$ cat config.mk
export PLATFORM = sky130hd
export DESIGN_NAME = dlc_host
export DESIGN_NICKNAME = d
export VERILOG_FILES = /design/src/common/dlc_pkg.sv /design/src/rtl/dlc_host.sv
export SDC_FILE = /design/constraint.sdc
export NUM_CORES = 1
export LEC_CHECK = 0
export BUFFER_PORTS_ARGS = -buffer_cell sky130_fd_sc_hd__buf_2
export CORE_MARGIN = 2
export CORE_UTILIZATION = 54
export CTS_CLUSTER_SIZE = 10
export DETAILED_ROUTE_END_ITERATION = 7
export PLACE_DENSITY = 0.87
export SYNTH_ARGS = -nofsm -noshare
export SYNTH_HDL_FRONTEND = slang
export SYNTH_SLANG_ARGS = --single-unit
$ cat constraint.sdc
create_clock -name clock -period 2.4 [get_ports clock]
set_input_delay 0.24 -clock clock [delete_from_list [all_inputs] [get_ports clock]]
set_output_delay 0.24 -clock clock [all_outputs]
set_load 0.005 [all_outputs]
$ cat src/common/dlc_pkg.sv
// Package for the dual latch converter host controller.
// Assumes a 200 MHz clock and a converter driven only by its control pins.
package dlc_pkg;

    // ------------------------------------------------------------
    // Timing
    // ------------------------------------------------------------
    localparam int CLK_PERIOD_PS = 5000;
    // Least strobe low width, in ns
    localparam int STROBE_MIN_NS = 900;
    // Least data hold after strobe rise, in ns
    localparam int HOLD_MIN_NS = 50;
    // Least control and data setup before strobe, in ns
    localparam int SETUP_MIN_NS = 320;
    localparam int STROBE_CYC = (STROBE_MIN_NS * 1000 + CLK_PERIOD_PS - 1) / CLK_PERIOD_PS;
    localparam int HOLD_CYC = (HOLD_MIN_NS * 1000 + CLK_PERIOD_PS - 1) / CLK_PERIOD_PS;
    localparam int SETUP_CYC = (SETUP_MIN_NS * 1000 + CLK_PERIOD_PS - 1) / CLK_PERIOD_PS;
    localparam int CNT_W = 8;
    localparam int CODE_W = 8;
    localparam int NCONV = 4;

    // ------------------------------------------------------------
    // Reset values of the pins
    // ------------------------------------------------------------
    localparam logic [NCONV-1:0] CS_RST = 4'hf;
    localparam logic STROBE_RST = 1'h1;

    // ------------------------------------------------------------
    // Types
    // ------------------------------------------------------------
    typedef enum logic [1:0]
    {
        DLC_MODE_DOUBLE = 2'h0,
        DLC_MODE_SINGLE = 2'h1,
        DLC_MODE_FLOW = 2'h2,
        DLC_MODE_FREEZE = 2'h3
    } dlc_mode_t;

    // Request: load one converter and/or transfer all
    typedef struct packed
    {
        logic [1:0] target;
        logic load;
        logic transfer;
        logic [CODE_W-1:0] code;
    } dlc_req_t;

    // Pins towards the converters
    typedef struct packed
    {
        logic [NCONV-1:0] chip_select_n;
        logic input_latch_enable;
        logic load_strobe_n;
        logic transfer_strobe_n;
        logic transfer_select_n;
        logic [CODE_W-1:0] code_in;
    } dlc_pins_t;

endpackage

$ cat src/rtl/dlc_host.sv
// Host controller driving up to four dual latch converters over shared pins.
// Assumes the converters latch on their level strobes and need no clock.
// Operation
// - Double buffering uses a chip-selected load then a separate transfer write.
// - All converters share transfer select; each has own chip select.
// - Stand-alone double: selects low, enable high, pulse load strobe.
// - Single buffering should capture in the input latch.
// - Stand-alone single: select, transfer pins low, strobe load per update.
// - Enable tied high in simple use, or low only to freeze the input latches.
`timescale 1ns/1ps
module dlc_host
    import dlc_pkg::*;
(
    // Clock and control
    input wire logic clock,
    input wire logic srst,
    input wire logic clk_en,
    // Configuration, static during a write, changed only while idle
    input wire dlc_pkg::dlc_mode_t mode,
    // Requests
    input wire dlc_pkg::dlc_req_t req,
    input wire logic req_valid,
    output logic req_ready,
    output logic done,
    // Converter pins
    output dlc_pkg::dlc_pins_t pins
);
    import dlc_pkg::*;

    typedef enum logic [2:0]
    {
        ST_IDLE = 3'h0,
        ST_SETUP = 3'h1,
        ST_STROBE = 3'h2,
        ST_HOLD = 3'h3,
        ST_XSETUP = 3'h4,
        ST_XSTROBE = 3'h5,
        ST_XHOLD = 3'h6
    } dlc_state_t;

    dlc_state_t state_r;
    dlc_state_t state_nxt;
    logic [CNT_W-1:0] cnt_r;
    logic [CNT_W-1:0] cnt_nxt;
    dlc_req_t req_r;
    dlc_pins_t pins_r;
    dlc_pins_t pins_nxt;
    logic ready_r;
    logic done_r;
    logic done_nxt;

    // ------------------------------------------------------------
    // Decode
    // ------------------------------------------------------------
    wire logic take = req_valid && ready_r;
    wire logic cnt_zero = (cnt_r == '0);
    wire logic flow = (mode == DLC_MODE_FLOW);
    wire logic single = (mode == DLC_MODE_SINGLE);
    wire logic freeze = (mode == DLC_MODE_FREEZE);
    logic [NCONV-1:0] sel_onehot;
    // Per-converter chip select, one-hot from the target
    generate
        for (genvar i = 0; i < NCONV; i++)
        begin : g_sel
            assign sel_onehot[i] = (req_r.target == 2'(i));
        end
    endgenerate
    // Shared transfer select, own chip selects
    wire logic [NCONV-1:0] cs_active_n = ~sel_onehot;

    // ------------------------------------------------------------
    // Sequencer
    // ------------------------------------------------------------
    always_comb
    begin
        state_nxt = state_r;
        cnt_nxt = cnt_zero ? cnt_r : cnt_r - 1'b1;
        pins_nxt = pins_r;
        done_nxt = 1'b0;
        // Enable tied high, low only to freeze latches
        pins_nxt.input_latch_enable = !freeze;
        unique case (state_r)
            ST_IDLE:
            begin
                if (flow)
                begin
                    // Selects and strobes low, enable high, data streams through
                    pins_nxt.chip_select_n = '0;
                    pins_nxt.load_strobe_n = 1'b0;
                    pins_nxt.transfer_strobe_n = 1'b0;
                    pins_nxt.transfer_select_n = 1'b0;
                    if (req_valid)
                        pins_nxt.code_in = req.code;
                end
                else
                begin
                    pins_nxt.chip_select_n = CS_RST;
                    pins_nxt.load_strobe_n = STROBE_RST;
                    pins_nxt.transfer_strobe_n = !single;
                    pins_nxt.transfer_select_n = !single;
                end
                if (take && !flow)
                begin
                    pins_nxt.code_in = req.code;
                    cnt_nxt = CNT_W'(SETUP_CYC - 1);
                    state_nxt = (req.load || single) ? ST_SETUP : ST_XSETUP;
                end
                done_nxt = take && flow;
            end
            ST_SETUP:
            begin
                // Chip select asserted ahead of the strobe
                pins_nxt.chip_select_n = cs_active_n;
                if (cnt_zero)
                begin
                    // Load strobe low opens the input latch
                    pins_nxt.load_strobe_n = 1'b0;
                    cnt_nxt = CNT_W'(STROBE_CYC - 1);
                    state_nxt = ST_STROBE;
                end
            end
            ST_STROBE:
            begin
                if (cnt_zero)
                begin
                    // Rising edge captures, data still held
                    pins_nxt.load_strobe_n = 1'b1;
                    cnt_nxt = CNT_W'(HOLD_CYC - 1);
                    state_nxt = ST_HOLD;
                end
            end
            ST_HOLD:
            begin
                if (cnt_zero)
                begin
                    pins_nxt.chip_select_n = CS_RST;
                    cnt_nxt = CNT_W'(SETUP_CYC - 1);
                    // Single mode needs one strobe per update
                    state_nxt = (req_r.transfer && !single) ? ST_XSETUP : ST_IDLE;
                    done_nxt = !(req_r.transfer && !single);
                end
            end
            ST_XSETUP:
            begin
                // Select low first, strobe opens the latch
                pins_nxt.transfer_select_n = 1'b0;
                if (cnt_zero)
                begin
                    // Copy input latches of all converters
                    pins_nxt.transfer_strobe_n = 1'b0;
                    cnt_nxt = CNT_W'(STROBE_CYC - 1);
                    state_nxt = ST_XSTROBE;
                end
            end
            ST_XSTROBE:
            begin
                if (cnt_zero)
                begin
                    pins_nxt.transfer_strobe_n = 1'b1;
                    cnt_nxt = CNT_W'(HOLD_CYC - 1);
                    state_nxt = ST_XHOLD;
                end
            end
            ST_XHOLD:
            begin
                if (cnt_zero)
                begin
                    pins_nxt.transfer_select_n = 1'b1;
                    state_nxt = ST_IDLE;
                    done_nxt = 1'b1;
                end
            end
            default:
            begin
                state_nxt = ST_IDLE;
            end
        endcase
    end

    // ------------------------------------------------------------
    // State
    // ------------------------------------------------------------
    always_ff @(posedge clock)
    begin
        if (srst)
        begin
            state_r <= ST_IDLE;
            cnt_r <= '0;
            req_r <= '0;
            ready_r <= 1'b0;
            done_r <= 1'b0;
            pins_r <= {CS_RST, 1'b1, STROBE_RST, STROBE_RST, 1'b1, 8'h00};
        end
        else if (clk_en)
        begin
            state_r <= state_nxt;
            cnt_r <= cnt_nxt;
            pins_r <= pins_nxt;
            done_r <= done_nxt;
            ready_r <= (state_nxt == ST_IDLE);
            if (take)
                req_r <= req;
        end
    end

    // Code bits pass straight, write only
    assign pins = pins_r;
    assign req_ready = ready_r;
    assign done = done_r;
endmodule // dlc_host

# == Word level (Yosys, flattened, before mapping) ==
# Cells that the tools add are included.
# totals
out_inout_bits,18
reg_bits,32
elab_cells,90
# op_classes
n_eq_ne,18
muxes,31
add_sub_neg,1
reduce_logical,27
bitwise_logic,1
# ops
cell,n
$mux 8,8
$pmux 8 s4,1
$mux 3,10
$pmux 3 s7,1
$ne 2x2->1 const B,6
$pmux 1 s3,4
$pmux 4 s3,1
$reduce_and 4->1,3
$reduce_bool 3->1,4
$eq 3x3->1 const B,3
$eq 2x2->1 const B,4
$logic_not 8->1,1
$mux 4,2
$sub 8x1->8 const B,1
$eq 3x2->1 const B,2
$logic_not 3->1,2
$reduce_and 3->1,2
$eq 2x1->1 const B,2
$logic_and 1x1->1,4
$logic_not 1->1,4
$mux 1,4
$not 4->4,1
$reduce_bool 2->1,2
$reduce_or 2->1,2
4 further kinds,4

# == Longest topological paths before layout ==
# logic_depth
word_depth,7
ltp_mapped,10
mapped_depth_nobuf,10

# == Worst setup path before layout ==
# No wires, ideal clock.
# synth_path
path_type,register -> register
start,reg cnt_r[1]
end,reg cnt_r[0]
slack_ns,0.558
path_buffers,0
period_less_slack_ns,1.842
path_stages_with_launch,11
arrival_ns,1.757
path_cell_list,dfxtp_1 inv_1 ha_1 nor4b_2 and2_4 inv_4 ha_1 nor2_1 mux2i_1 o21ai_0 a211oi_1
# synth_via
elab_chain_cells,4
# synth_rtl
item,line_no,rtl
from (decl),dlc_host.sv:43,logic [CNT_W-1:0] cnt_r;
from (signal assigned),dlc_host.sv:197,cnt_r <= cnt_nxt;
$logic_not 8->1 *,dlc_host.sv:56,wire logic cnt_zero = (cnt_r == '0);
$mux 8,dlc_host.sv:77,cnt_nxt = cnt_zero ? cnt_r : cnt_r - 1'b1;
"$mux 8, on equally long branches",-,
$pmux 8 s4 *,dlc_host.sv:82,unique case (state_r)
# Mark *: on every way between the ends. The rest lies on a longest branch, timed or not.
# A chain may end at the register's enable or synchronous reset.

# == Worst setup path in the final report ==
# Ends and elaborated chain as after synthesis.

==> flow_summary.html <==
<table>
<tr><th>Metric</th><th>Value</th></tr>
<tr><th colspan="2">Clocking</th></tr>
<tr><td>Number of buffers added for setup after CTS</td><td>0</td></tr>
<tr><td>Number of clock sinks seen by CTS</td><td>32</td></tr>
<tr><td>Register clock-pin slew on the reported worst setup and hold paths</td><td>approximately 0.1 ns</td></tr>
<tr><td>Post-cts gate resize count</td><td>0</td></tr>
<tr><td>Skew-Pair Late Insertion Delay</td><td>between 0.3 and 0.4 ns</td></tr>
<tr><td>Number of H-tree branching levels</td><td>2</td></tr>
<tr><td>Maximum clock path buffer count</td><td>2</td></tr>
<tr><td>Post-CTS Hold Buffers</td><td>0</td></tr>
<tr><td>Total CTS buffers</td><td>5</td></tr>
<tr><td>Clock root buffer</td><td>sky130_fd_sc_hd__clkbuf_4</td></tr>
<tr><td>TritonCTS clock tree</td><td>built</td></tr>
<tr><th colspan="2">Place</th></tr>
<tr><td>Placed Cells</td><td>285</td></tr>
<tr><td>Buffers on Ports</td><td>35</td></tr>
<tr><td>Setup WS pre-CTS</td><td>between 0.15 and 0.2 ns</td></tr>
<tr><td>DPL Wire Length</td><td>~3100 µm</td></tr>
<tr><td>Weighted congestion at the end of routability-driven global placement</td><td>approximately 0.85</td></tr>
<tr><td>Placed inst area</td><td>0.002016 mm²</td></tr>
<tr><th colspan="2">Global routing</th></tr>
<tr><td>Number of global-route vias before repair</td><td>between 1,500 and 2,000</td></tr>
<tr><td>Pin count of the biggest net entering global routing</td><td>25</td></tr>
<tr><td>Grt ovf</td><td>0</td></tr>
<tr><td>Number of antenna violations at the first check in global routing</td><td>0</td></tr>
<tr><td>Wire length of the first global-routing pass</td><td>7058 µm</td></tr>
<tr><td>Overall Global Routing Usage</td><td>22.35%</td></tr>
<tr><th colspan="2">Synthesis</th></tr>
<tr><td>Sequential area share after synthesis</td><td>between 30% and 40%</td></tr>
<tr><td>Synthesized area divided by synthesized cell count</td><td>~8.5 µm²</td></tr>
<tr><td>Gate count of the mapped netlist</td><td>roughly 210</td></tr>
<tr><td>Total of warnings raised by yosys</td><td>0</td></tr>
<tr><td>Register bit count reported by yosys</td><td>32</td></tr>
<tr><td>Count of cell types in the netlist</td><td>between 50 and 60</td></tr>
<tr><td>Post-synth net total</td><td>around 240</td></tr>
<tr><td>Cell area after synthesis</td><td>between 0.0015 and 0.002 mm²</td></tr>
<tr><td>Number of flops mapped to enable cells by yosys</td><td>0</td></tr>
<tr><td>Flip-flop cell with the highest count after synthesis</td><td>sky130_fd_sc_hd__dfxtp_1</td></tr>
<tr><td>Proportion of register bits with asynchronous set or reset after synthesis</td><td>0%</td></tr>
<tr><th colspan="2">Setup path</th></tr>
<tr><td>Data required, critical path</td><td>between 2 and 3 ns</td></tr>
<tr><td>Arrival @ worst endpoint</td><td>2.46 ns</td></tr>
<tr><td>Kind of end point of the critical path</td><td>flip-flop</td></tr>
<tr><td>Crit-path leading delay family</td><td>simple AND/OR/NAND/NOR gates</td></tr>
<tr><td>Crit path max fanout</td><td>10</td></tr>
<tr><td>Slack of the worst reg-to-reg path</td><td>around 0.20 ns</td></tr>
<tr><td>Delay of the slowest cell on the worst path</td><td>between 0.3 and 0.4 ns</td></tr>
<tr><td>Sort of element at the start of the critical path</td><td>flip-flop</td></tr>
<tr><td>CP max stage cell</td><td>sky130_fd_sc_hd__dfxtp_1</td></tr>
<tr><td>Cell Chain, Critical Path</td><td>inv_1 &gt; ha_1 &gt; nor4b_2 &gt; and2_4 &gt; inv_4 &gt; ha_1 &gt; nor2_1 &gt; mux2i_1 &gt; o21ai_0 &gt; a211oi_1</td></tr>
<tr><td>Type of the worst setup path</td><td>reg -&gt; reg</td></tr>
<tr><td>Combined buffer and inverter count along the critical path</td><td>2</td></tr>
<tr><td>Most frequent cell on the critical path</td><td>sky130_fd_sc_hd__ha_1</td></tr>
<tr><th colspan="2">Layout</th></tr>
<tr><td>Net total in the final layout</td><td>between 200 and 300</td></tr>
<tr><td>Most common library cell in the layout ignoring fill and taps</td><td>sky130_fd_sc_hd__buf_2</td></tr>
<tr><td>Synth-to-layout area growth</td><td>13.62%</td></tr>
<tr><td>Commonest non-fill, non-tap cells in the layout</td><td>sky130_fd_sc_hd__buf_2, sky130_fd_sc_hd__dfxtp_1, sky130_fd_sc_hd__nor2_1</td></tr>
<tr><td>Final standard cell count with taps included and fillers excluded</td><td>between 200 and 300</td></tr>
<tr><td>Number of inserted filler cells in the final layout</td><td>just under 300</td></tr>
<tr><td>Total non-filler cell area in the finished layout</td><td>0.002077 mm²</td></tr>
<tr><td>Number of diodes</td><td>0</td></tr>
<tr><td>Fraction of layout instances using a drive strength above 1</td><td>23.79%</td></tr>
<tr><td>Utilization after layout</td><td>~63%</td></tr>
<tr><th colspan="2">Routing</th></tr>
<tr><td>Post-route ant nets</td><td>0</td></tr>
<tr><td>Drc violations</td><td>0</td></tr>
<tr><td>Initial DRC Count</td><td>60</td></tr>
<tr><td>Vias post-DR</td><td>1,681</td></tr>
<tr><td>Final Routed Wirelength</td><td>between 4000 and 5000 µm</td></tr>
<tr><td>Average routed wire per standard cell</td><td>roughly 14 µm</td></tr>
<tr><td>Number of detailed-route iterations in the first pass</td><td>4</td></tr>
<tr><td>Detail-routed via count per cell</td><td>5.718</td></tr>
<tr><th colspan="2">Power</th></tr>
<tr><td>Post-layout power</td><td>roughly 1.3 mW</td></tr>
<tr><td>Power per standard cell area</td><td>between 600 and 700 mW/mm²</td></tr>
<tr><td>Worst IR drop on VDD</td><td>442.8 µV</td></tr>
<tr><td>Leakage</td><td>0.8802 nW</td></tr>
<tr><th colspan="2">Floorplanning</th></tr>
<tr><td>Area of the die</td><td>0.003866 mm²</td></tr>
<tr><td>Initial core utilization</td><td>55.66%</td></tr>
<tr><td>Standard-cell row count</td><td>21</td></tr>
<tr><td>Die outline width</td><td>between 60 and 70 µm</td></tr>
<tr><td>Die height</td><td>~62 µm</td></tr>
<tr><td>Core region area</td><td>roughly 0.0033 mm²</td></tr>
<tr><td>Top-level port count</td><td>36</td></tr>
<tr><th colspan="2">Run status</th></tr>
<tr><td>Status</td><td>finished, final reports clean</td></tr>
<tr><th colspan="2">Timing</th></tr>
<tr><td>Pin slew with the least headroom to its limit</td><td>0.6368 ns</td></tr>
<tr><td>Setup-failing EPs final</td><td>0</td></tr>
<tr><td>Max-Slew Margin vs Limit</td><td>57.49%</td></tr>
<tr><td>Final period utilization</td><td>91.80%</td></tr>
<tr><td>Peak Freq</td><td>between 400 and 500 MHz</td></tr>
<tr><td>Final Hold Slack</td><td>roughly 0.14 ns</td></tr>
<tr><td>Crit path time final</td><td>2.203 ns</td></tr>
<tr><td>Post-layout worst setup margin</td><td>0.1969 ns</td></tr>
<tr><td>Setup repair after global routing missed its margin</td><td>false</td></tr>
<tr><td>Setup total negative slack</td><td>0 ns</td></tr>
<tr><td>Slew Viols, Final</td><td>0</td></tr>
<tr><td>Number of failing hold endpoints at the final stage</td><td>0</td></tr>
<tr><td>Clock skew</td><td>0.005773 ns</td></tr>
<tr><th colspan="2">Flow run</th></tr>
<tr><td>Number of maximum-capacitance violations</td><td>0</td></tr>
<tr><th colspan="2">Hold path</th></tr>
<tr><td>Path category of the worst min-delay check</td><td>in -&gt; reg</td></tr>
</table>
==> Yosys cell counts, types with 2 or more instances <==
cell type / instances / area (µm²)
sky130_fd_sc_hd__a211oi_1: 5 / 37.54
sky130_fd_sc_hd__a21oi_1: 16 / 80.08
sky130_fd_sc_hd__a31oi_1: 4 / 25.02
sky130_fd_sc_hd__a32oi_1: 2 / 17.52
sky130_fd_sc_hd__and2_1: 2 / 12.51
sky130_fd_sc_hd__and3_1: 2 / 12.51
sky130_fd_sc_hd__buf_2: 3 / 15.01
sky130_fd_sc_hd__buf_6: 2 / 22.52
sky130_fd_sc_hd__clkbuf_1: 8 / 30.03
sky130_fd_sc_hd__dfxtp_1: 32 / 640.6
sky130_fd_sc_hd__ha_1: 6 / 75.07
sky130_fd_sc_hd__inv_1: 10 / 37.54
sky130_fd_sc_hd__mux2i_1: 17 / 170.2
sky130_fd_sc_hd__nand2_1: 16 / 60.06
sky130_fd_sc_hd__nand2b_1: 4 / 25.02
sky130_fd_sc_hd__nand3_1: 2 / 10.01
sky130_fd_sc_hd__nor2_1: 27 / 101.4
sky130_fd_sc_hd__nor2b_1: 2 / 12.51
sky130_fd_sc_hd__nor4_1: 3 / 18.77
sky130_fd_sc_hd__nor4b_2: 2 / 30.03
sky130_fd_sc_hd__o211ai_1: 3 / 22.52
sky130_fd_sc_hd__o21ai_0: 10 / 50.05
sky130_fd_sc_hd__o21ai_1: 2 / 10.01
sky130_fd_sc_hd__xnor2_1: 2 / 17.52
==> routing by layer <==
layer / up-vias / part of all wire (%) / routed length (µm) / track usage (%)
met5: - / 0 / 0 / 0
li1: 831 / - / - / -
met1: 792 / 42 / 1804 / 25.83
met3: 6 / 5.9 / 251 / 5.616
met2: 52 / 50 / 2142 / 40.90
met4: 0 / 1.1 / 48 / 6.111
==> sequential cells by signal, summed over array words and instances (netlist names) <==
signal and cells:
pins 16, cnt_r 8, req_r 3, state_r 3, done 1, req_ready 1
==> cell families after synthesis <==
kind of cell / count (synthesis) / share of synthesized area, %
fa+ha+maj: 8 / 5.270
compound gates: 59 / 22.11
mux: 17 / 9.309
simple gates: 70 / 20.53
xor+xnor: 3 / 1.438
buf+inv: 25 / 6.297
flops: 32 / 35.04
==> worst min-delay path, delay by kind of cell <==
kind                   cells  cell delay (ns)
multiplexers               1             0.05
buffers and inverters      1             0.07
AND/OR/NAND/NOR            1             0.07
==> path summary, 6_finish.rpt <==
check	start	to	depth (start not counted)
max	cnt_r[1]	cnt_r[0]	10
min	req[4]	pins[4]	3
max reg2reg	cnt_r[1]	cnt_r[0]	10
min reg2reg	pins[14]	pins[14]	2
==> layout make-up <==
type / instances / area [µm²] / share of cell area, %
clock inverter: 1 / 5.005 / 0.2410
multi-input combinational: 157 / 1072 / 51.63
tap: 46 / 57.56 / 2.771
timing repair buffer: 40 / 212.7 / 10.24
inverter: 12 / 47.55 / 2.289
clock buffer: 6 / 41.29 / 1.988
sequential: 32 / 640.6 / 30.84
==> power by group <==
part | internal, mW | switching, mW | leakage [nW]
sequential | 0.574 | 0.0529 | 0.262
clock | 0.108 | 0.183 | 0.0281
combinational | 0.171 | 0.223 | 0.590
No activity file was read; power rests on OpenSTA's default activity.
